--- src/bias_cfg_pkg.sv ---
`default_nettype none
package bias_cfg_pkg;
  // ==========================================================================
  // register map
  localparam logic [7:0] ADDR_START_DELAY   = 8'h02;
  localparam logic [7:0] ADDR_BOOST_VOLTAGE = 8'h03;
  localparam logic [7:0] ADDR_BOOST_FSW     = 8'h04;

  // ==========================================================================
  // field widths and reset values
  localparam int         DELAY_W         = 4;
  localparam int         VOLT_W          = 5;
  localparam int         FSW_W           = 2;
  localparam logic [3:0] DELAY_RESET     = 4'h2;
  localparam logic [4:0] VOLT_RESET      = 5'h0F;
  localparam logic [1:0] FSW_RESET       = 2'h1;

  // ==========================================================================
  // voltage decode, in units of 0.1 V
  localparam logic [6:0] VOLT_BASE_DV    = 7'h41;

  // frequency decode, in kHz
  localparam logic [9:0] FSW_KHZ_0       = 10'h190;
  localparam logic [9:0] FSW_KHZ_1       = 10'h258;
  localparam logic [9:0] FSW_KHZ_2       = 10'h320;
  localparam logic [9:0] FSW_KHZ_3       = 10'h3E8;

  // ==========================================================================
  // timing: one delay step per tick of the step timebase
  localparam int DELAY_STEP_MS  = 5;
  localparam int CLK_KHZ        = 100000;
  localparam int STEP_CYCLES    = DELAY_STEP_MS * CLK_KHZ;
endpackage : bias_cfg_pkg
`default_nettype wire

--- src/step_timebase.sv ---
`timescale 1ns/100ps
`default_nettype none
module step_timebase #(
  parameter int PERIOD = 500000
) (
  // clock and reset
  input  wire logic clk_i,
  input  wire logic rst_b_i,
  // control
  input  wire logic run_i,
  output logic      tick_o
);
  logic [31:0] cnt_ff;

  always_ff @(posedge clk_i or negedge rst_b_i) begin
    if (!rst_b_i) begin
      cnt_ff <= 32'h0;
      tick_o <= 1'b0;
    end else if (!run_i) begin
      cnt_ff <= 32'h0;
      tick_o <= 1'b0;
    end else if (cnt_ff == 32'(PERIOD - 1)) begin
      cnt_ff <= 32'h0;
      tick_o <= 1'b1;
    end else begin
      cnt_ff <= cnt_ff + 32'h1;
      tick_o <= 1'b0;
    end
  end
endmodule // step_timebase
`default_nettype wire

--- src/bias_config_registers.sv ---
`timescale 1ns/100ps
`default_nettype none
module bias_config_registers
  import bias_cfg_pkg::*;
#(
  parameter int STEP_CYCLES_P = STEP_CYCLES
) (
  // clock and reset
  input  wire logic       clk_i,
  input  wire logic       rst_b_i,
  // register port
  input  wire logic [7:0] reg_addr_i,
  input  wire logic       reg_wr_i,
  input  wire logic [7:0] reg_wdata_i,
  input  wire logic       reg_rd_i,
  output logic      [7:0] reg_rdata_o,
  // supply monitor
  input  wire logic       input_supply_good_i,
  // converter controls
  output logic      [6:0] boost_target_dv_o,
  output logic      [1:0] boost_switch_frequency_o,
  output logic      [9:0] boost_switch_khz_o,
  output logic            regulator_enable_o
);

  // ==========================================================================
  // configuration registers
  logic [DELAY_W-1:0] regulator_start_delay_ff;
  logic [VOLT_W-1:0]  boost_voltage_code_ff;
  logic               wr_delay;
  logic               wr_volt;
  logic               wr_fsw;

  // ==========================================================================
  // write decode; one strobe per register so no address touches two fields
  assign wr_delay = reg_wr_i && (reg_addr_i == ADDR_START_DELAY);
  assign wr_volt  = reg_wr_i && (reg_addr_i == ADDR_BOOST_VOLTAGE);
  assign wr_fsw   = reg_wr_i && (reg_addr_i == ADDR_BOOST_FSW);

  always_ff @(posedge clk_i or negedge rst_b_i) begin
    if (!rst_b_i) begin
      regulator_start_delay_ff <= DELAY_RESET;
    end else if (wr_delay) begin
      regulator_start_delay_ff <= reg_wdata_i[DELAY_W-1:0];
    end
  end

  always_ff @(posedge clk_i or negedge rst_b_i) begin
    if (!rst_b_i) begin
      boost_voltage_code_ff <= VOLT_RESET;
    end else if (wr_volt) begin
      boost_voltage_code_ff <= reg_wdata_i[VOLT_W-1:0];
    end
  end

  always_ff @(posedge clk_i or negedge rst_b_i) begin
    if (!rst_b_i) begin
      boost_switch_frequency_o <= FSW_RESET;
    end else if (wr_fsw) begin
      boost_switch_frequency_o <= reg_wdata_i[FSW_W-1:0];
    end
  end

  // ==========================================================================
  // read back; unused upper bits and unmapped addresses give zero
  logic [7:0] nxt_rdata;

  always_comb begin
    nxt_rdata = 8'h00;
    unique case (reg_addr_i)
      ADDR_START_DELAY:   nxt_rdata = {4'h0, regulator_start_delay_ff};
      ADDR_BOOST_VOLTAGE: nxt_rdata = {3'h0, boost_voltage_code_ff};
      ADDR_BOOST_FSW:     nxt_rdata = {6'h00, boost_switch_frequency_o};
      default:            nxt_rdata = 8'h00;
    endcase
  end

  always_ff @(posedge clk_i or negedge rst_b_i) begin
    if (!rst_b_i) begin
      reg_rdata_o <= 8'h00;
    end else if (reg_rd_i) begin
      reg_rdata_o <= nxt_rdata;
    end
  end

  // ==========================================================================
  // converter targets
  logic [6:0] nxt_target_dv;
  logic [9:0] nxt_khz;

  // 0.1 V units, so the code is only an offset above the 6.5 V floor
  assign nxt_target_dv = VOLT_BASE_DV + {2'h0, boost_voltage_code_ff};

  always_comb begin
    nxt_khz = FSW_KHZ_0;
    unique case (boost_switch_frequency_o)
      2'h0: nxt_khz = FSW_KHZ_0;
      2'h1: nxt_khz = FSW_KHZ_1;
      2'h2: nxt_khz = FSW_KHZ_2;
      2'h3: nxt_khz = FSW_KHZ_3;
    endcase
  end

  always_ff @(posedge clk_i or negedge rst_b_i) begin
    if (!rst_b_i) begin
      boost_target_dv_o <= 7'h00;
    end else begin
      boost_target_dv_o <= nxt_target_dv;
    end
  end

  always_ff @(posedge clk_i or negedge rst_b_i) begin
    if (!rst_b_i) begin
      boost_switch_khz_o <= 10'h000;
    end else begin
      boost_switch_khz_o <= nxt_khz;
    end
  end

  // ==========================================================================
  // start-up delay sequencer
  typedef enum logic [2:0] {
    ST_OFF  = 3'b001,
    ST_WAIT = 3'b010,
    ST_ON   = 3'b100
  } seq_state_t;

  seq_state_t         state_ff;
  logic [DELAY_W-1:0] steps_ff;
  logic               step_tick;
  logic               timing;
  logic               start_now;
  logic               last_step;

  // timebase stays cleared outside the wait so every step is a full 5 ms
  assign timing = (state_ff == ST_WAIT) && input_supply_good_i;
  // a zero delay code skips ST_WAIT and enables straight from ST_OFF
  assign start_now = (regulator_start_delay_ff == 4'h0);
  assign last_step = step_tick && (steps_ff == 4'h1);

  step_timebase #(
    .PERIOD (STEP_CYCLES_P)
  ) u_timebase (
    .clk_i   (clk_i),
    .rst_b_i (rst_b_i),
    .run_i   (timing),
    .tick_o  (step_tick)
  );

  always_ff @(posedge clk_i or negedge rst_b_i) begin
    if (!rst_b_i) begin
      state_ff <= ST_OFF;
    end else begin
      unique case (state_ff)
        ST_OFF: begin
          if (input_supply_good_i && start_now) begin
            state_ff <= ST_ON;
          end else if (input_supply_good_i) begin
            state_ff <= ST_WAIT;
          end
        end
        ST_WAIT: begin
          if (!input_supply_good_i) begin
            state_ff <= ST_OFF;
          end else if (last_step) begin
            state_ff <= ST_ON;
          end
        end
        ST_ON: begin
          if (!input_supply_good_i) begin
            state_ff <= ST_OFF;
          end
        end
        default: begin
          state_ff <= ST_OFF;
        end
      endcase
    end
  end

  // ==========================================================================
  // step counter; code is sampled on entry, later writes wait for the next power-up
  always_ff @(posedge clk_i or negedge rst_b_i) begin
    if (!rst_b_i) begin
      steps_ff <= 4'h0;
    end else if (state_ff == ST_OFF) begin
      steps_ff <= regulator_start_delay_ff;
    end else if (state_ff == ST_WAIT && step_tick) begin
      steps_ff <= steps_ff - 4'h1;
    end
  end

  // ==========================================================================
  // regulator enable; supply loss wins over every state
  always_ff @(posedge clk_i or negedge rst_b_i) begin
    if (!rst_b_i) begin
      regulator_enable_o <= 1'b0;
    end else if (!input_supply_good_i) begin
      regulator_enable_o <= 1'b0;
    end else if (state_ff == ST_OFF) begin
      regulator_enable_o <= start_now;
    end else if (state_ff == ST_WAIT) begin
      regulator_enable_o <= last_step;
    end else if (state_ff != ST_ON) begin
      regulator_enable_o <= 1'b0;
    end
  end

endmodule // bias_config_registers
`default_nettype wire

--- config.mk ---
export PLATFORM = sky130hd
export DESIGN_NAME = bias_config_registers
export DESIGN_NICKNAME = d
export VERILOG_FILES = /design/src/bias_cfg_pkg.sv /design/src/step_timebase.sv /design/src/bias_config_registers.sv
export SDC_FILE = /design/constraint.sdc
export NUM_CORES = 1
export LEC_CHECK = 0
export BUFFER_PORTS_ARGS = -buffer_cell sky130_fd_sc_hd__buf_2
export CELL_PAD_IN_SITES_DETAIL_PLACEMENT = 0
export CELL_PAD_IN_SITES_GLOBAL_PLACEMENT = 2
export CORE_AREA = 2 2 97 99
export CTS_CLUSTER_DIAMETER = 50
export DETAILED_ROUTE_END_ITERATION = 10
export DIE_AREA = 0 0 99 101
export GPL_TIMING_DRIVEN = 1
export PLACE_DENSITY = 0.82
export SKIP_CTS_REPAIR_TIMING = 1
export SYNTH_ARGS = -nofsm -noshare
export SYNTH_HDL_FRONTEND = slang
export SYNTH_HIERARCHICAL = 1
export SYNTH_SLANG_ARGS = --single-unit
--- constraint.sdc ---
create_clock -name clk_i -period 4.98 [get_ports clk_i]
set_input_delay 0.249 -clock clk_i [delete_from_list [all_inputs] [get_ports clk_i]]
set_output_delay 0.249 -clock clk_i [all_outputs]
set_load 0.02 [all_outputs]
==> flow_summary_export.csv <==
group,metric,value,unit
synthesis,synth_edf_count,0,
die,initial_core_util,38.9,%
grt,gr-total-overflow,0,
worst_setup_path,cp.required,5.24,ns
detailed_routing,drc,0,
die,die_h,101,um
synthesis,netlist_instances,332,
timing,finalSetupViolCount,0,
grt,gr-usage-all-layers,14.8,%
detailed_routing,drt-total-wl,6.94,mm
grt,grt_pass1_wl,11.8,mm
grt,first_global_vias,2467,
clocking,cts_buffers,9,
synthesis,synth_cell_types,44,
worst_setup_path,worst_setup_path_start_kind,"flop",
worst_setup_path,cpPeakStageDelay,0.63,ns
worst_setup_path,cp.arrival,2.28,ns
detailed_routing,dr.pass1.iters,4,
detailed_routing,initialDrtViolationCount,65,
synthesis,synth_top_area_share,45.1,%
timing,fin_ws,2.96,ns
die,rows,35,
synthesis,ys_async_sr_fraction,100,%
synthesis,yosysTopAreaCell,"dfrtp_1",
detailed_routing,drtAntennaViolNets,0,
worst_setup_path,r2r_end,"u_timebase/cnt_ff[28]",
worst_setup_path,worstPathMaxFanout,12,
placement,placed_area,0.00375,sq mm
clocking,clkLatencyLatePin,0.35,ns
run_status,outcome,"complete, no violations",
clocking,cts_tree,"yes",
synthesis,synth_most_common_cell,"dfrtp_1",
power,total_power,1.20,mW
timing,hold_viol,0,
clocking,cts_sinks,70,
power,power_density,303,mW/mm^2
synthesis,yosys_warnings,6,
final_layout,fillCellCount,885,
hold_path,hold_path.class,"input port to asynchronous set/reset pin",
worst_setup_path,critical_path_class,"flop to flop",
worst_setup_path,endpoint_kind,"flop",
grt,grt_antenna_before_repair,0,
placement,globalplace.congestion,0.758,
final_layout,layout-drive-gt1-share,23.4,%
synthesis,synth.ff_latch_count,70,
placement,hpwl,4.67,mm
timing,drv_slew,0,
timing,finalCritPeriodShare,40.5,%
worst_setup_path,reg2regPathDepth,4,
synthesis,ys.flop_type,"dfrtp_1",
timing,skew,0.0129,ns
timing,fmax,495,MHz
power,ir_drop,0.000151,V
synthesis,avgSynthCellArea,10.5,sq um
detailed_routing,viasPerCell,5.26,
final_layout,area_delta_synth_final,13.2,%
timing,tightest_slew,0.883,ns
detailed_routing,routedWlPerCell,14.2,um
die,ios,49,
timing,min_period,2.02,ns
clocking,clock_path_buffers,2,
detailed_routing,vias,2560,
synthesis,syn-cell-area,0.00349,sq mm
die,core,0.00898,sq mm
timing,setup-tns-final,0,ns
timing,slew_headroom,41.1,%
worst_setup_path,reg2reg_from,"u_timebase/cnt_ff[9]",
synthesis,yosysSeqAreaShare,50.4,%
worst_setup_path,crit_slowest_cell,"or4_1",
run,cap_violations,0,
timing,holdWs,0.0895,ns
final_layout,design_area,0.00396,sq mm
clocking,cts.clk_slew.worst_paths,0.08,ns
grt,grt_start_max_net_pins,71,
power,leakage,1.65,nW
clocking,htreeDepth,3,
worst_setup_path,r2r_setup_slack,2.96,ns
clocking,clock-root-buffer,"clkbuf_8",
synthesis,synth_common_cells,"dfrtp_1 (63), nor2_1 (22), a21oi_1 (19), inv_1 (19), nand3_1 (18)",
placement,io_buffers,39,
die,dieArea,0.0100,sq mm
placement,place_ws,2.97,ns
die,die_w,99,um
final_layout,final_nets,401,
synthesis,synthTopCellsByArea,"dfrtp_1 (45%), dfstp_2 (5.3%), mux2_2 (4.8%)",
final_layout,n_antenna_cell,0,
timing,grt_setup_unrepaired,"no",
worst_setup_path,crit_chain,"and4_1 -> nand4_1 -> or4_1 -> a21oi_1",
==> layer usage <==
| metal | share of wire [%] | GRT usage (%) | vias to the layer above |
|---|---|---|---|
| li1 | - | - | 1267 |
| met1 | 48 | 19.4 | 1237 |
| met2 | 46 | 23.9 | 48 |
| met3 | 4.9 | 4.44 | 8 |
| met4 | 1.1 | 4.43 | 0 |
| met5 | 0 | 0 | - |
==> area by class of cell <==
type / count / area [sq um] / area share, %
Inverter: 19 / 71.3 / 1.80
Tap cell: 111 / 139 / 3.51
Clock buffer: 13 / 159 / 4.02
Multi-Input combinational cell: 230 / 1570 / 39.8
Sequential cell: 70 / 1760 / 44.5
Clock inverter: 3 / 42.5 / 1.08
Timing Repair Buffer: 41 / 210 / 5.31
==> cell usage in the layout, fill, tap and decap left out, types with 3 or more instances in the layout <==
master	synthesis	routed
dfrtp_1	63	63
buf_2	3	39
nor2_1	22	22
inv_1	19	19
a21oi_1	19	19
nand3_1	18	18
nand2_1	16	16
mux2_2	15	15
o21ai_0	12	12
clkbuf_8	0	11
nand4_1	10	10
xnor2_1	9	9
ha_1	9	9
o31ai_1	9	9
or4_1	9	9
or3_1	9	9
conb_1	2	7
dfstp_2	7	7
xor2_1	6	6
o22ai_1	6	6
and4_1	5	5
nor4_1	5	5
nor2b_1	5	5
nor3_1	5	5
a221o_1	4	4
nand2b_1	3	3
or2_2	3	3
a22oi_1	3	3
nor3b_1	3	3
and3_1	3	3
==> registers in the layout, indices dropped and copies added, names as in the netlist <==
signal	flops
boost_voltage_code_ff	5
u_timebase/cnt_ff	32
regulator_start_delay_ff	4
regulator_enable_o	1
boost_switch_frequency_o	2
state_ff	3
u_timebase/tick_o	1
boost_target_dv_o	7
steps_ff	4
boost_switch_khz_o	6
reg_rdata_o	5
==> per-stage QoR <==
step	instances	util, %
after global routing	487	44.1
after detailed placement	471	41.8
after CTS	487	44.1
after global placement	471	41.8
final	487	44.1
after floorplan	337	-
==> how the worst max path moves through the flow <==
stage                          from                    end  slack [ns]  cells past startpoint
3_5_place_dp   u_timebase/cnt_ff[9]   u_timebase/cnt_ff[2]        2.97                      5
4_1_cts        u_timebase/cnt_ff[8]  u_timebase/cnt_ff[28]        2.95                      4
2_1_floorplan  u_timebase/cnt_ff[0]  u_timebase/cnt_ff[13]        3.11                      7
3_3_place_gp   u_timebase/cnt_ff[9]   u_timebase/cnt_ff[8]        2.98                      5
6_report       u_timebase/cnt_ff[9]  u_timebase/cnt_ff[28]        2.96                      4
5_1_grt        u_timebase/cnt_ff[0]  u_timebase/cnt_ff[24]        2.79                      5
==> worst max-delay path, delay by kind of cell, from the launching register on <==
kind	cells	cell delay, ns
DFF	1	0.44
and+or+nand+nor	3	1.34
AOI/OAI and AO/OA	1	0.15
==> where the power goes <==
part	switching [mW]	leakage [nW]	total [mW]	internal [mW]
combinational	0.0673	0.627	0.113	0.0458
sequential	0.0195	0.926	0.612	0.592
clock	0.215	0.0996	0.474	0.259
total	0.302	1.65	1.20	0.897
==> kinds of logic after synthesis <==
family	after synthesis	synth area share, %
AND/OR/NAND/NOR	128	22.0
AO/OA/AOI/OAI	54	9.60
buffers and inverters	37	5.37
multiplexers	17	5.41
other	2	0.215
flip-flops	70	50.4
XOR/XNOR	15	3.76
adder cells (fa/ha/maj)	9	3.22
Note: power is estimated with default switching activity, not from simulation.
